`config.mk`:
```
export PLATFORM = sky130hd
export DESIGN_NAME = fir_sequencer
export DESIGN_NICKNAME = d
export VERILOG_FILES = /design/src/design/fir_seq_pkg.sv /design/src/design/fir_sequencer.sv /design/src/design/fir_mac.sv
export SDC_FILE = /design/constraint.sdc
export NUM_CORES = 1
export LEC_CHECK = 0
export BUFFER_PORTS_ARGS = -buffer_cell sky130_fd_sc_hd__buf_4
export CELL_PAD_IN_SITES_DETAIL_PLACEMENT = 1
export CELL_PAD_IN_SITES_GLOBAL_PLACEMENT = 2
export CORE_ASPECT_RATIO = 1.2
export CORE_MARGIN = 1.5
export CORE_UTILIZATION = 40
export CTS_BUF_LIST = sky130_fd_sc_hd__clkbuf_4
export DETAILED_ROUTE_END_ITERATION = 10
export PLACE_DENSITY = 0.9
export SLEW_MARGIN = 30
export SYNTH_ARGS = -nofsm -noshare
export SYNTH_HDL_FRONTEND = slang
export SYNTH_SLANG_ARGS = --single-unit
```
`constraint.sdc`:
```
create_clock -name clk -period 25.9 [get_ports clk]
set_input_delay 5.18 -clock clk [delete_from_list [all_inputs] [get_ports clk]]
set_output_delay 5.18 -clock clk [all_outputs]
set_load 0.05 [all_outputs]
```
`src/design/fir_seq_pkg.sv`:
```
// Constants for the FIFO and multiply-accumulate FIR sequencer
package fir_seq_pkg;
    // ----------------------------------------
    // Clock and widths
    // ----------------------------------------
    localparam int CLK_PERIOD_NS = 50;
    localparam int TAPS = 4;
    localparam int TAP_W = 2;
    localparam int DATA_W = 16;
    localparam int ACC_W = 40;
    // ----------------------------------------
    // Filter clock timing, basic mode
    // ----------------------------------------
    localparam int BASIC_PERIOD_NS = 120;
    localparam int BASIC_LOW_NS = 60;
    localparam int BASIC_HIGH_NS = 60;
    localparam int REREAD_DELAY_NS = 10;
    localparam int REREAD_LOW_NS = 35;
    localparam int STROBE_HOLD_NS = 10;
    localparam int MIN_HIGH_NS = 55;
    // ----------------------------------------
    // Filter clock timing, fast mode
    // ----------------------------------------
    localparam int FAST_PERIOD_NS = 70;
    localparam int FAST_LOW_NS = 60;
    localparam int FAST_HIGH_NS = 10;
    // ----------------------------------------
    // Cycle counts: least times round up
    // ----------------------------------------
    localparam int BASIC_LOW_CYC =
        (BASIC_LOW_NS + CLK_PERIOD_NS - 1) / CLK_PERIOD_NS;
    localparam int FAST_LOW_CYC =
        (FAST_LOW_NS + CLK_PERIOD_NS - 1) / CLK_PERIOD_NS;
    localparam int FAST_HIGH_CYC =
        (FAST_HIGH_NS + CLK_PERIOD_NS - 1) / CLK_PERIOD_NS;
    localparam int REREAD_LOW_CYC =
        (REREAD_LOW_NS + CLK_PERIOD_NS - 1) / CLK_PERIOD_NS;
    localparam int STROBE_HOLD_CYC =
        (STROBE_HOLD_NS + CLK_PERIOD_NS - 1) / CLK_PERIOD_NS;
    localparam int BASIC_HIGH_CYC = 1 + REREAD_LOW_CYC + STROBE_HOLD_CYC;
    localparam int CNT_W = 3;
    // ----------------------------------------
    // Phase states
    // ----------------------------------------
    typedef enum logic [2:0] {
        PH_IDLE = 3'b000,
        PH_LOW = 3'b001,
        PH_HIGH = 3'b011,
        PH_REREAD = 3'b010,
        PH_HOLD = 3'b110
    } phase_t;
endpackage

```
`src/design/fir_sequencer.sv`:
```
// Sequencer for an N-tap FIR built from two FIFOs and one MAC
// Notes on behaviour
// - The reread pulse goes low only while read and write strobes are high.
// - In basic mode coefficients are reread every pass and never reloaded.
// - Samples read at taps 1 to N-1 are written back through the mux; tap 0 writes the new sample.
// - The basic filter clock has a 200 ns period with equal halves.
// - The high phase after the last tap drops reread, holds it low 50 ns, then keeps strobes high.
// - The low phase lasts at least 60 ns for FIFO access plus MAC set-up.
// - One filter output is produced per pass of N filter cycles.
// - Fast mode loads coefficients once, then the mux recirculates them.
// - Fast mode uses a 100 ns low and 50 ns high phase with no reread.
// - A four-tap filter takes four cycles and one new sample per output.
`timescale 1ns/1ps
`default_nettype none
module fir_sequencer
    import fir_seq_pkg::*;
(
    // Clock and reset
    input wire logic clk,
    input wire logic reset,
    // Mode control
    input wire logic run,
    input wire logic fast_mode,
    input wire logic coef_loaded,
    input wire logic subtract,
    // New sample stream
    input wire logic sample_valid,
    input wire logic [DATA_W-1:0] sample_in,
    output logic sample_ready,
    // FIFO strobes, active low
    output logic fifo_rd_n,
    output logic fifo_wr_n,
    output logic reread_pulse_n,
    // FIFO read data
    input wire logic [DATA_W-1:0] data_fifo_q,
    input wire logic [DATA_W-1:0] coef_fifo_q,
    // FIFO write data through the muxes
    output logic [DATA_W-1:0] data_fifo_d,
    output logic data_mux_new,
    output logic coef_mux_recirc,
    // Filter result
    output logic [ACC_W-1:0] result,
    output logic result_valid
);
    phase_t ph_r;
    phase_t ph_nxt;
    logic [CNT_W-1:0] cnt_r;
    logic [TAP_W-1:0] tap_r;
    logic [DATA_W-1:0] new_r;
    logic end_phase;
    logic load_mac;
    logic step_mac;
    logic first_r;
    logic last_r;
    logic step_r;
    logic done_r;
    logic [ACC_W-1:0] acc;

    function automatic logic [CNT_W-1:0] cyc(input int n);
        return CNT_W'(n - 1);
    endfunction

    // ----------------------------------------
    // Phase timing
    // ----------------------------------------
    always_comb begin
        ph_nxt = ph_r;
        end_phase = 1'b0;
        case (ph_r)
            PH_IDLE: begin
                if (run && sample_valid && (!fast_mode || coef_loaded)) begin
                    ph_nxt = PH_LOW;
                end
            end
            PH_LOW: begin
                end_phase = (cnt_r == cyc(BASIC_LOW_CYC));
                if (end_phase) begin
                    ph_nxt = fast_mode ? PH_HIGH : PH_REREAD;
                end
            end
            PH_HIGH: begin
                end_phase = (cnt_r == cyc(FAST_HIGH_CYC));
                if (end_phase) begin
                    ph_nxt = PH_LOW;
                end
            end
            PH_REREAD: begin
                end_phase = (cnt_r == cyc(REREAD_LOW_CYC));
                if (end_phase) begin
                    ph_nxt = PH_HOLD;
                end
            end
            PH_HOLD: begin
                end_phase = (cnt_r == cyc(STROBE_HOLD_CYC));
                if (end_phase) begin
                    ph_nxt = PH_LOW;
                end
            end
            default: ph_nxt = PH_IDLE;
        endcase
        if (ph_nxt == PH_LOW && ph_r != PH_LOW && ph_r != PH_IDLE
            && tap_r == '0 && !(run && sample_valid)) begin
            ph_nxt = PH_IDLE;
        end
    end

    always_ff @(posedge clk) begin
        if (reset) begin
            ph_r <= PH_IDLE;
        end else begin
            ph_r <= ph_nxt;
        end
    end

    always_ff @(posedge clk) begin
        if (reset) begin
            cnt_r <= '0;
        end else if (end_phase || ph_r == PH_IDLE) begin
            cnt_r <= '0;
        end else begin
            cnt_r <= cnt_r + 1'b1;
        end
    end

    // ----------------------------------------
    // Tap counter and pass framing
    // ----------------------------------------
    assign load_mac = (ph_r == PH_LOW) && end_phase;
    assign sample_ready = load_mac && tap_r == '0;
    assign step_mac = load_mac;

    always_ff @(posedge clk) begin
        if (reset) begin
            tap_r <= '0;
        end else if (ph_r == PH_IDLE) begin
            tap_r <= '0;
        end else if (load_mac) begin
            tap_r <= (tap_r == TAP_W'(TAPS - 1)) ? '0 : tap_r + 1'b1;
        end
    end

    always_ff @(posedge clk) begin
        if (reset) begin
            new_r <= '0;
        end else if (sample_ready) begin
            new_r <= sample_in;
        end
    end

    // ----------------------------------------
    // FIFO strobes and muxes
    // ----------------------------------------
    always_comb begin
        fifo_rd_n = !(ph_r == PH_LOW);
        fifo_wr_n = !(ph_r == PH_LOW);
        reread_pulse_n = !(ph_r == PH_REREAD && tap_r == '0);
    end

    always_ff @(posedge clk) begin
        if (reset) begin
            data_fifo_d <= '0;
            data_mux_new <= 1'b0;
        end else if (load_mac) begin
            data_mux_new <= (tap_r == '0);
            data_fifo_d <= (tap_r == '0) ? sample_in : data_fifo_q;
        end
    end

    always_ff @(posedge clk) begin
        if (reset) begin
            coef_mux_recirc <= 1'b0;
        end else begin
            coef_mux_recirc <= fast_mode && coef_loaded;
        end
    end

    // ----------------------------------------
    // MAC and result
    // ----------------------------------------
    always_ff @(posedge clk) begin
        if (reset) begin
            first_r <= 1'b0;
            last_r <= 1'b0;
            step_r <= 1'b0;
            done_r <= 1'b0;
        end else begin
            first_r <= load_mac && tap_r == '0;
            last_r <= load_mac && tap_r == TAP_W'(TAPS - 1);
            step_r <= step_mac;
            done_r <= last_r;
        end
    end

    fir_mac u_mac (
        .clk(clk),
        .reset(reset),
        .load(load_mac),
        .sample((tap_r == '0) ? sample_in : data_fifo_q),
        .coef(coef_fifo_q),
        .acc_step(step_r),
        .acc_clear(first_r),
        .subtract(subtract),
        .acc(acc)
    );

    always_ff @(posedge clk) begin
        if (reset) begin
            result <= '0;
            result_valid <= 1'b0;
        end else begin
            result_valid <= done_r;
            if (done_r) begin
                result <= acc;
            end
        end
    end

    // ----------------------------------------
    // Checks
    // ----------------------------------------
    property p_reread_strobes;
        @(posedge clk) disable iff (reset)
        !reread_pulse_n |-> fifo_rd_n && fifo_wr_n;
    endproperty
    a_reread_strobes: assert property (p_reread_strobes)
        else $error("reread while strobes low");

    property p_no_reread_fast;
        @(posedge clk) disable iff (reset)
        fast_mode && $stable(fast_mode) |-> reread_pulse_n;
    endproperty
    a_no_reread_fast: assert property (p_no_reread_fast)
        else $error("reread pulse in fast mode");

    property p_low_len;
        @(posedge clk) disable iff (reset)
        $rose(ph_r == PH_LOW) |-> (ph_r == PH_LOW) [*2];
    endproperty
    a_low_len: assert property (p_low_len)
        else $error("low phase too short");

    property p_reread_len;
        @(posedge clk) disable iff (reset)
        $fell(reread_pulse_n) |-> !reread_pulse_n ##1 reread_pulse_n
            ##0 (fifo_rd_n && fifo_wr_n);
    endproperty
    a_reread_len: assert property (p_reread_len)
        else $error("reread pulse width wrong");

    property p_basic_period;
        @(posedge clk) disable iff (reset)
        !fast_mode && $fell(fifo_rd_n) && $stable(fast_mode)
            |-> ##1 !fifo_rd_n ##1 fifo_rd_n [*2];
    endproperty
    a_basic_period: assert property (p_basic_period)
        else $error("strobe low phase too long");

    property p_ready_tap;
        @(posedge clk) disable iff (reset)
        sample_ready |-> tap_r == '0 && load_mac;
    endproperty
    a_ready_tap: assert property (p_ready_tap)
        else $error("sample taken off pass start");

    property p_result;
        @(posedge clk) disable iff (reset)
        done_r |=> result_valid && result == $past(acc);
    endproperty
    a_result: assert property (p_result)
        else $error("result not presented");

    property p_mux_new;
        @(posedge clk) disable iff (reset)
        sample_ready |=> data_mux_new && data_fifo_d == $past(sample_in);
    endproperty
    a_mux_new: assert property (p_mux_new)
        else $error("new sample not muxed in");
endmodule
`default_nettype wire

```
`src/design/fir_mac.sv`:
```
// Multiply-accumulate unit with registered inputs and result
`timescale 1ns/1ps
`default_nettype none
module fir_mac
    import fir_seq_pkg::*;
(
    // Clock and reset
    input wire logic clk,
    input wire logic reset,
    // Operand capture
    input wire logic load,
    input wire logic [DATA_W-1:0] sample,
    input wire logic [DATA_W-1:0] coef,
    // Accumulate control
    input wire logic acc_step,
    input wire logic acc_clear,
    input wire logic subtract,
    // Result
    output logic [ACC_W-1:0] acc
);
    logic signed [DATA_W-1:0] x_r;
    logic signed [DATA_W-1:0] c_r;
    logic signed [ACC_W-1:0] prod;
    logic signed [ACC_W-1:0] base;

    // ----------------------------------------
    // Input registers
    // ----------------------------------------
    always_ff @(posedge clk) begin
        if (reset) begin
            x_r <= '0;
            c_r <= '0;
        end else if (load) begin
            x_r <= sample;
            c_r <= coef;
        end
    end

    assign prod = ACC_W'(x_r) * ACC_W'(c_r);
    assign base = acc_clear ? '0 : $signed(acc);

    // ----------------------------------------
    // Accumulator
    // ----------------------------------------
    always_ff @(posedge clk) begin
        if (reset) begin
            acc <= '0;
        end else if (acc_step) begin
            acc <= subtract ? ACC_W'(base - prod) : ACC_W'(base + prod);
        end
    end
endmodule
`default_nettype wire

```
Word-level counts from Yosys, hierarchy flattened
Cells that the tools add are included.

Bits in registers: 127. Bits of input ports: 55. Output and inout port bits: 63. Logic and storage cells: 64.

$add $sub $neg: 4. Multiply operators: 1. Equality and inequality tests: 8. Multiplexer cells: 11. Reduce and logical (&&, ||, !) cells: 26.

Operators with widths (number): 2-to-1 mux 40 bit (2); adder 40 bit (1); subtractor 40 bit (1); multiplier 16 x 16 -> 32 bit (1); 2-to-1 mux 16 bit (1); 2-to-1 mux 3 bit (4); case mux 3 bit (4 select lines) (1); logical AND 1 bit (11); equality test 3 x 1 -> 1 bit (second input constant) (3); OR reduction 2 bit (4); equality test 3 x 2 -> 1 bit (second input constant) (2); logical NOT 3 bit (2); logical NOT 1 bit (4); adder 3 x 1 -> 3 bit (second input constant) (1); equality test 3 bit (second input constant) (1); inequality test 3 x 1 -> 1 bit (second input constant) (1); nonzero test 3 bit (1); OR reduction 3 bit (1); adder 2 x 1 -> 2 bit (second input constant) (1); equality test 2 bit (second input constant) (1); logical NOT 2 bit (1); logical OR 1 bit (2); 2-to-1 mux 2 bit (1); case mux 1 bit (2 select lines) (1); 2-to-1 mux 1 bit (1).

Logic depth before layout (Yosys ltp)
Gate-level depths: netlist (run 1).

Word-level depth: 11. Depth in mapped cells: 38. Mapped depth without buffers: 36.

Cells and area by module
From an unflattened synthesis (run 1), not the netlist that was laid out.

Cell total of the unflattened synthesis: 2142. Area, all modules: 18704.2 µm².

Modules (own cells, without submodules): fir_mac (instances 1, cells each 1844, area each 15880.2 µm², sequential area each 1441.4 µm²); fir_sequencer (instances 1, cells each 298, area each 2824.0 µm², sequential area each 1421.4 µm²).

Least setup slack after synthesis (run 1)
OpenSTA, ideal clock, no wires.

Path type: reg-to-reg. From: register u_mac.x_r[15]. To: register u_mac.acc[39]. Setup time: 0.138 ns. Data arrival time: 8.864 ns. Data required time: 25.762 ns. Path slack: 16.899 ns. Cell stages (with the launch flop): 34. Buffers on the path: 1. Clock period less this slack: 9.001 ns. Cells stage by stage: dfxtp_1 clkbuf_1 nand2_1 inv_1 fa_1 fa_1 fa_1 fa_1 fa_1 inv_1 fa_1 inv_1 ha_1 a21oi_1 o21ai_1 a221o_1 a41oi_1 a21o_1 xnor2_1 nand2_1 nor4_4 a21oi_1 xor2_1 ha_1 a21o_1 a21o_1 a21o_1 a21oi_1 o21a_1 o21ai_0 o22ai_1 nor2_1 a2111oi_2 o311ai_1.

Word-level cells in the longest chain between the ends: 3. Elaborated cells between the ends (all ways): 4. Classes of those cells: add/sub: 2; mul: 1; mux: 1.

RTL lines: start: declaration (RTL line fir_mac.sv:21) `logic signed [DATA_W-1:0] x_r;`; start signal: assignment (RTL line fir_mac.sv:34) `x_r <= sample;`; multiplier 16 x 16 -> 32 bit * (RTL line fir_mac.sv:39) `assign prod = ACC_W'(x_r) * ACC_W'(c_r);`; adder 40 bit or subtractor 40 bit (tied branches) (RTL line fir_mac.sv:49) `acc <= subtract ? ACC_W'(base - prod) : ACC_W'(base + prod);`; 2-to-1 mux 40 bit * (RTL line fir_mac.sv:49); end signal: assignment (RTL line fir_mac.sv:49); end: declaration (RTL line fir_mac.sv:19) `output logic [ACC_W-1:0] acc`.

Every way passes the cells marked *; elsewhere a longest branch is shown, timed or not. A chain may end at the register's enable or synchronous reset.

Worst setup path in the final report (run 1)
Ends and elaborated chain as after synthesis.

==> impl_metrics.tcl, run 1 <==
set metrics [dict create \
    wl_microns 49400 \
    pwr-share-seq_pct 46.8 \
    finalCriticalPeriod_ps 9670 \
    port_buffers 117 \
    hold_violations 0 \
    yosysSeqAreaShare_pct 14.2 \
    numCtsBuffers 17 \
    postLayoutCoreUtil_pct 44.2 \
    rows 84 \
    grt_usage_pct 22.7 \
    setup_viol 0 \
    grt_antenna_before_repair 1 \
    irDropWorstVdd_mv 0.0440 \
    worstSetupEndpointType "register" \
    vias_per_cell 5.24 \
    die_w_microns 196 \
    critical_path_class "register to register" \
    syn_area_per_cell_sq_um 8.77 \
    slowest_stage "fa_1" \
    clock_latency_ps 660 \
    synth_top_area_cell "fa_1" \
    clk_pin_slew_ps 170 \
    slew_violations 0 \
    netlist_top_cells_count "inv_1, fa_1, nand2_1, nor2_1, and2_1" \
    fin_ws_ps 16230 \
    post_route_cells_drive_above_1_share_pct 9.24 \
    clockBufferDepth 2 \
    hold_path_class "register to register" \
    post-place-ws_ps 16290 \
    cts_hold_buf 0 \
    worstPathRequired_ps 26400 \
    slew_headroom_pct 39.6 \
    cp-start-kind "register" \
    gp_congestion 0.875 \
    clock-sinks 127 \
    syn_to_final_growth_pct 8.37 \
    p_int_mw 0.276 \
    fin_skew_ps 46.1 \
    ys_ff_latch 127 \
    critPathMaxStageDelay_ps 920 \
    drc 0 \
    synth.distinct_cells 84 \
    postCtsSetupBuffers 0 \
    via_count 14000 \
    cts-root-buf "clkbuf_4" \
    async_flop_share_pct 0 \
    comb_power_share_pct 22.5 \
    yosysWarnings 0 \
    rsz0062_at_grt "no" \
    p_clk_share_pct 30.7 \
    crit_family "adder cells" \
    nFillCells 5149 \
    worst-path-buf-inv 1 \
    p_switching_mw 0.153 \
    core_sq_um 44000 \
    nNetsFinal 2542 \
    cts_tree "built" \
    maxCapViolCount 0 \
    synth_top_area_share_pct 29.3 \
    overflow 0 \
    arrival_ps 10170 \
    die-area_sq_um 46200 \
    cts_htree_levels 4 \
    postSynthCellCount 2048 \
    cts_resized 0 \
    cpMostUsedCell "fa_1" \
    synth-edff-count 0 \
    die_h_microns 235 \
    cp_max_fo 18 \
    synth.most_common_cell "inv_1" \
    grt_max_degree 87 \
    ioPinCount 118 \
    start_util_pct 40.8 \
    grt_pass1_wl_microns 83300 \
    drt_iter0_drc 468 \
    syn_area_sq_um 18000 \
    dp_hpwl_microns 39800 \
    grt_pass1_vias 15700 \
    leakagePower_nw 9.43 \
    wl_per_cell_microns 18.5 \
    period_share_pct 37.3 \
    first_pass_iters 6 \
    cellPowerDensity_nw_per_um2 22.1 \
    worst_slew_pin_slew_ps 905 \
    synth_nets 2493 \
    switching_share_pct 35.7 \
    fmax_ghz 0.103 \
    final.setup.tns_ps 0 \
    ant_nets 0 \
    status "completed" \
    synth_flop_cell "dfxtp_1" \
    synthTopCellsByArea "fa_1, dfxtp_1, ha_1, inv_1, mux2i_1" \
]
## cells in the final DEF (no fill, tap or decap), types with 14 or more instances in the layout
cell and instances:
a21oi_1 84, nand2_1 209, dfxtp_1 125, and2_1 128, nor2_1 149, buf_4 123, mux2i_1 88, o21ai_0 42
a211oi_1 33, xnor2_1 59, nor2b_1 50, a21o_1 30, nand2b_1 14, fa_1 263, clkbuf_4 18, nor3_1 18
xor2_1 44, inv_1 314, ha_1 127
## logic make-up after synthesis
group                    share of synthesized area [%]
AND/OR/NAND/NOR                                   17.3
multiplexers                                      4.90
buffers and inverters                             8.62
XOR/XNOR                                          5.24
adder cells (fa/ha/maj)                           38.2
AO/OA/AOI/OAI                                     11.6
flip-flops                                        14.2
## registers in the layout, summed over array words and instances, names as in the netlist
register / cells
coef_mux_recirc: 1
first_r: 1
tap_r: 2
result: 40
u_mac.acc: 40
cnt_r: 3
u_mac.c_r: 16
result_valid: 1
last_r: 1
data_mux_new: 1
step_r: 1
ph_r: 3
u_mac.x_r: 16
done_r: 1
## power groups by stage
stage	sequential (mW)	combinational [mW]	clock, mW
2_1_floorplan	0.204	0.0703	0
3_3_place_gp	0.205	0.0945	0
3_5_place_dp	0.205	0.0961	0
4_1_cts	0.201	0.0974	0.139
5_1_grt	0.202	0.107	0.145
6_report	0.201	0.0966	0.132
## worst register-to-register path: cells and delay by family (launching register included)
| kind | cells | cell delay (ps) |
|---|---|---|
| simple gates | 6 | 1050 |
| compound gates | 13 | 2990 |
| mux | 1 | 170 |
| buf+inv | 1 | 170 |
| fa+ha+maj | 8 | 4370 |
| flops | 1 | 760 |
## final timing paths
| kind | start | to | slack (ps) | cells past startpoint |
|---|---|---|---|---|
| min reg2reg | last_r | done_r | 450 | 1 |
| min | last_r | done_r | 450 | 1 |
| max | u_mac.x_r[15] | u_mac.acc[39] | 16230 | 29 |
| max reg2reg | u_mac.x_r[15] | u_mac.acc[39] | 16230 | 29 |
## final cells by class
type,count,area (sq um),share of cell area (%)
clock buffer,18,135,0.694
inverter,314,1180,6.05
sequential,127,2540,13.1
timing repair buffer,124,935,4.80
tap,559,699,3.59
clock inverter,14,97.6,0.501
multi-input combinational,1513,13900,71.3
antenna,1,2.50,0.0129
## stage by stage
stage / hold slack (ps) / cells / cell area, sq um / power (mW)
4_1_cts: 457 / 2669 / 19500 / 0.438
3_5_place_dp: 434 / 2637 / 19200 / 0.302
2_1_floorplan: 414 / 2048 / 18000 / 0.274
5_1_grt: 452 / 2670 / 19500 / 0.454
6_report: 455 / 2670 / 19500 / 0.430
3_3_place_gp: 436 / 2637 / 19200 / 0.300
## routing by layer
layer,wire length (microns),part of all wire (%),track usage (%)
met4,837,1.7,6.11
met2,24900,50,39.6
met3,1710,3.5,3.11
met5,0,0,0
met1,22000,44,29.4
Power figures use the tool's default switching activity.
==> run 2, diff against run 1 <==
Settings changed: ABC_AREA set to 1, CORE_UTILIZATION 40 to 33, PLACE_DENSITY 0.9 to 0.85.
Clock period 25.9 ns to 8.3 ns, I/O delays scaled along.
==> run 2 against run 1 <==
Setup slack lost 16000 ps. Die area increased by 30%. Worst hold slack worse by 28 ps. Core utilization decreased by 3.8 points. Largest cell class unchanged.
==> impl_metrics.tcl, run 2 <==
set metrics [dict create \
    status "completed" \
    leakagePower_nw 13.8 \
    cp-start-kind "register" \
    cts-root-buf "clkbuf_4" \
    post_route_cells_drive_above_1_share_pct 18.8 \
    ioPinCount 118 \
    clock-sinks 127 \
    via_count 18200 \
    grt_usage_pct 22.6 \
    drc 0 \
    setup_viol 0 \
    die-area_sq_um 60200 \
    layout_common_cells "inv_1, nand2_1, buf_4" \
    worstPathRequired_ps 8920 \
    irDropWorstVdd_mv 0.0465 \
    postSynthCellCount 2792 \
    power.total_mw 1.56 \
    maxCapViolCount 0 \
    slew_headroom_pct 40.3 \
    synth_top_family_by_area "adder cells" \
    synth_top_area_cell "fa_1" \
    nNetsFinal 3493 \
    syn_to_final_growth_pct 21.4 \
    netlist_top_cells_count "inv_1, nand2_1, fa_1, nor2_1, a21oi_1" \
    synth-edff-count 0 \
    synth.distinct_cells 49 \
    yosysWarnings 0 \
    yosys.area_share.simple_pct 21.2 \
    rsz0062_at_grt "yes" \
    fmax_ghz 0.126 \
    syn_area_sq_um 19400 \
    synthAdderAreaFrac_pct 35.4 \
    vias_per_cell 4.79 \
    placedCellCount 3750 \
    wl_per_cell_microns 17.2 \
    ant_nets 0 \
    drt_iter0_drc 623 \
    port_buffers 117 \
    hold_violations 0 \
    synth_flop_cell "dfxtp_1" \
    worst_slew_pin_slew_ps 896 \
    overflow 0 \
    muxShareOfSynthArea_pct 0 \
    fin_skew_ps 43.5 \
    placed_cell_area_sq_um 22500 \
    clock_latency_ps 720 \
    first_pass_iters 5 \
    async_flop_share_pct 0 \
    cp_max_fo 7 \
    period_share_pct 95.9 \
    arrival_ps 8590 \
    cts_hold_buf 0 \
    synth.most_common_cell "inv_1" \
    slowest_stage "fa_2" \
    grt_pass1_wl_microns 106000 \
    design_area_sq_um 23500 \
    critPathMaxStageDelay_ps 670 \
    critical_path_class "register to register" \
    largestRegisters "result x40, u_mac.acc x40" \
    yosysSeqAreaShare_pct 13.1 \
    start_util_pct 33.2 \
    die_h_microns 268 \
    worstSetupEndpointType "register" \
    nFillCells 7374 \
    finalCriticalPeriod_ps 7960 \
    die_w_microns 224 \
    clk_pin_slew_ps 140 \
    synth_nets 3237 \
    fin_cells 3805 \
    gp_congestion 0.884 \
    ys_ff_latch 127 \
    synth_compound_area_share_pct 10.1 \
    synthTopCellsByArea "fa_1, inv_1, dfxtp_1, nand2_1, ha_1" \
    final_common_cell "inv_1" \
    grt_antenna_before_repair 2 \
    cellPowerDensity_nw_per_um2 66.3 \
    synth_xor_xnor_area_share_pct 3.87 \
    cpMostUsedCell "nand2_1" \
    hold_path_class "register to register" \
    hold_ws_ps 427 \
    synth_top_area_share_pct 27.2 \
    numCtsBuffers 17 \
    slew_violations 0 \
    wl_microns 65300 \
    syn_area_per_cell_sq_um 6.94 \
    cts_htree_levels 4 \
    grt_pass1_vias 20600 \
    cts_tree "built" \
    postLayoutCoreUtil_pct 40.4 \
    dp_hpwl_microns 54700 \
    clockBufferDepth 2 \
    rows 97 \
    core_sq_um 58300 \
    grt_max_degree 81 \
]
==> run 2: repair_timing <==
item / 4_1_cts / 5_1_grt
hold endpoints to repair: 0 / 0
buffers inserted: 2 / 19
gates resized for setup: 21 / 146
endpoints found under the setup margin: 15 / 23
pin swaps: 2 / 30
==> run 2: power by group <==
part           switching, mW  internal, mW
combinational          0.296         0.209
sequential           0.00700         0.611
clock                  0.308         0.126
total                  0.612         0.946
==> run 2: cells by family after synthesis <==
kind of cell / Yosys count
and+or+nand+nor: 991
buffers and inverters: 839
adders and majority gates: 390
AOI/OAI and AO/OA: 362
DFF: 127
xor gates and xnor gates: 83
==> run 2: per-layer routing <==
metal	GRT usage, %	part of all wire [%]
met3	2.97	2.7
met1	25.3	41
met4	7.76	2.6
met2	43.4	54
met5	0	0
==> run 2: worst paths after layout <==
kind	start	end	slack [ps]	cells after the start
worst min register to register	last_r	done_r	430	2
worst max register to register	u_mac.x_r[15]	u_mac.acc[38]	340	40
worst min-delay path	last_r	done_r	430	2
worst max-delay path	u_mac.x_r[15]	u_mac.acc[38]	340	40
==> run 2: critical path: cells and delay by family, from the launching register on <==
family | cells | cell delay [ps]
AO/OA/AOI/OAI | 5 | 860
XOR/XNOR | 2 | 330
buffers and inverters | 10 | 950
flip-flops | 1 | 400
AND/OR/NAND/NOR | 15 | 1680
adder cells (fa/ha/maj) | 8 | 3650
==> run 2: area by class of cell <==
cell class | count | area [sq um] | share of cell area [%]
antenna | 2 | 5.00 | 0.0213
clock buffer | 17 | 128 | 0.543
clock inverter | 15 | 123 | 0.522
inverter | 728 | 2730 | 11.6
multi-input combinational | 1826 | 14200 | 60.5
sequential | 127 | 2600 | 11.1
tap | 742 | 928 | 3.95
timing repair buffer | 348 | 2770 | 11.8
==> run 2: per-stage QoR <==
| stage | TNS, ps | setup WS [ps] |
|---|---|---|
| after global routing | -255 | -99.5 |
| after floorplan | 0 | 99.8 |
| after CTS | -16.4 | -16.4 |
| after global placement | -3070 | -474 |
| after detailed placement | -3920 | -565 |
| final | 0 | 336 |
==> run 3, diff against run 2 <==
Settings changed: REMOVE_ABC_BUFFERS set to 1.
==> run 3 against run 2 <==
Sequential share of layout area shrank 0.33 points. Combinational power up 6.5%. Setup slack worse by 72 ps. Final cell count is 1.3% higher. Register-to-register slack worse by 70 ps. Design area rose by 2.6%. Highest routed layer unchanged.
==> impl_metrics.tcl, run 3 (synthesis gave the netlist of run 2 again) <==
set metrics [dict create \
    status "completed" \
    start_util_pct 33.2 \
    worstPathRequired_ps 8980 \
    grt_usage_pct 23.0 \
    gp_congestion 0.925 \
    drt_iter0_drc 658 \
    drc 0 \
    hold_path_end "done_r" \
    grt_max_degree 81 \
    vias_per_cell 4.79 \
    clock_latency_ps 770 \
    leakagePower_nw 14.1 \
    slew_violations 0 \
    final.setup.tns_ps 0 \
    slowest_stage "fa_2" \
    cts_hold_buf 0 \
    arrival_ps 8710 \
    cts_tree "built" \
    layout_common_cells "inv_1, nand2_1, buf_4" \
    cts-root-buf "clkbuf_4" \
    cp-start-kind "register" \
    maxCapViolCount 0 \
    port_buffers 117 \
    dp_hpwl_microns 57400 \
    min_from "last_r" \
    clock-sinks 127 \
    whs_path_depth 2 \
    ioPinCount 118 \
    critical_path_class "register to register" \
    post_route_cells_drive_above_1_share_pct 21.3 \
    r2r-end "u_mac.acc[39]" \
    crit_family "adder cells" \
    core_sq_um 58300 \
    fin_cells 3856 \
    syn_to_final_growth_pct 24.5 \
    final_common_cell "inv_1" \
    cpMostUsedCell "nand2_1" \
    die_w_microns 224 \
    irDropWorstVdd_mv 0.0685 \
    worst-path-buf-inv 8 \
    power.total_mw 1.68 \
    finalCriticalPeriod_ps 8040 \
    hold_violations 0 \
    reg2reg_from "u_mac.x_r[15]" \
    critPathMaxStageDelay_ps 640 \
    wl_microns 67600 \
    rows 97 \
    reg2reg_slack_ps 260 \
    fin_skew_ps 40.7 \
    setup_viol 0 \
    grt_pass1_wl_microns 106000 \
    ant_nets 0 \
    nNetsFinal 3544 \
    cp_max_fo 8 \
    largestRegisters "result x40, u_mac.acc x40" \
    crit_start "u_mac.x_r[15]" \
    rsz0062_at_grt "yes" \
    hold_path_class "register to register" \
    grt_antenna_before_repair 2 \
    placedCellCount 3809 \
    period_share_pct 96.8 \
    worstSetupEndpointType "register" \
    overflow 0 \
    cts_htree_levels 4 \
    r2r.worst_path.cells 40 \
    via_count 18500 \
    die_h_microns 268 \
    wl_per_cell_microns 17.5 \
    clockBufferDepth 2 \
    slew_headroom_pct 37.8 \
    first_pass_iters 5 \
    worst_slew_pin_slew_ps 927 \
    clk_pin_slew_ps 150 \
    die-area_sq_um 60200 \
    grt_pass1_vias 20500 \
    cellPowerDensity_nw_per_um2 69.7 \
    fmax_ghz 0.124 \
    numCtsBuffers 17 \
]
## run 3: timing repair
action	CTS	global route
gates cloned	0	0
setup buffers	1	12
pin swaps	3	43
endpoints found under the setup margin	10	18
resized for setup	28	177
## run 3: power by group
part           total [mW]  internal, mW  leakage [nW]  switching (mW)
registers           0.620         0.613          1.04         0.00664
clock network       0.523         0.195         0.163           0.328
logic               0.538         0.227          12.9           0.311
total                1.68          1.03          14.1           0.646
## run 3: final cells by class
cell class | instances | area (sq um)
sequential | 127 | 2590
inverter | 728 | 2730
clock buffer | 18 | 135
fill | 7310 | 34100
multi-input combinational | 1826 | 14400
clock inverter | 14 | 175
timing repair buffer | 399 | 3180
antenna | 2 | 5.00
tap | 742 | 928
## run 3: metrics by stage
step	area [sq um]	hold WS, ps	util [%]	setup slack, ps
floorplan	18900	388	-	241
global placement	22900	385	39.4	-191
detailed placement	22900	392	39.4	-218
CTS	23300	411	40.1	2.61
global route	24100	428	41.4	-137
finish	24100	407	41.4	265
## run 3: worst register-to-register path, delay by kind of cell, from the launching register on
family	cells	cell delay [ps]
and+or+nand+nor	17	1800
AOI/OAI and AO/OA	5	850
xor gates and xnor gates	2	400
DFF	1	360
adders and majority gates	8	3690
buffers and inverters	8	890
## run 3: per-layer routing
layer  vias up  GRT usage (%)  wire length [microns]
li1       8900              -                      -
met2       276           45.5                  37000
met3       145           2.61                   1350
met1      9166           23.4                  25800
met4         0           12.4                   3420
met5         -              0                      0
## run 3: worst max path at each step
stage | to | cells after the start
6_report | u_mac.acc[39] | 40
5_1_grt | u_mac.acc[39] | 42
4_1_cts | u_mac.acc[35] | 40
3_5_place_dp | u_mac.acc[35] | 39
3_3_place_gp | u_mac.acc[27] | 40
2_1_floorplan | u_mac.acc[39] | 40
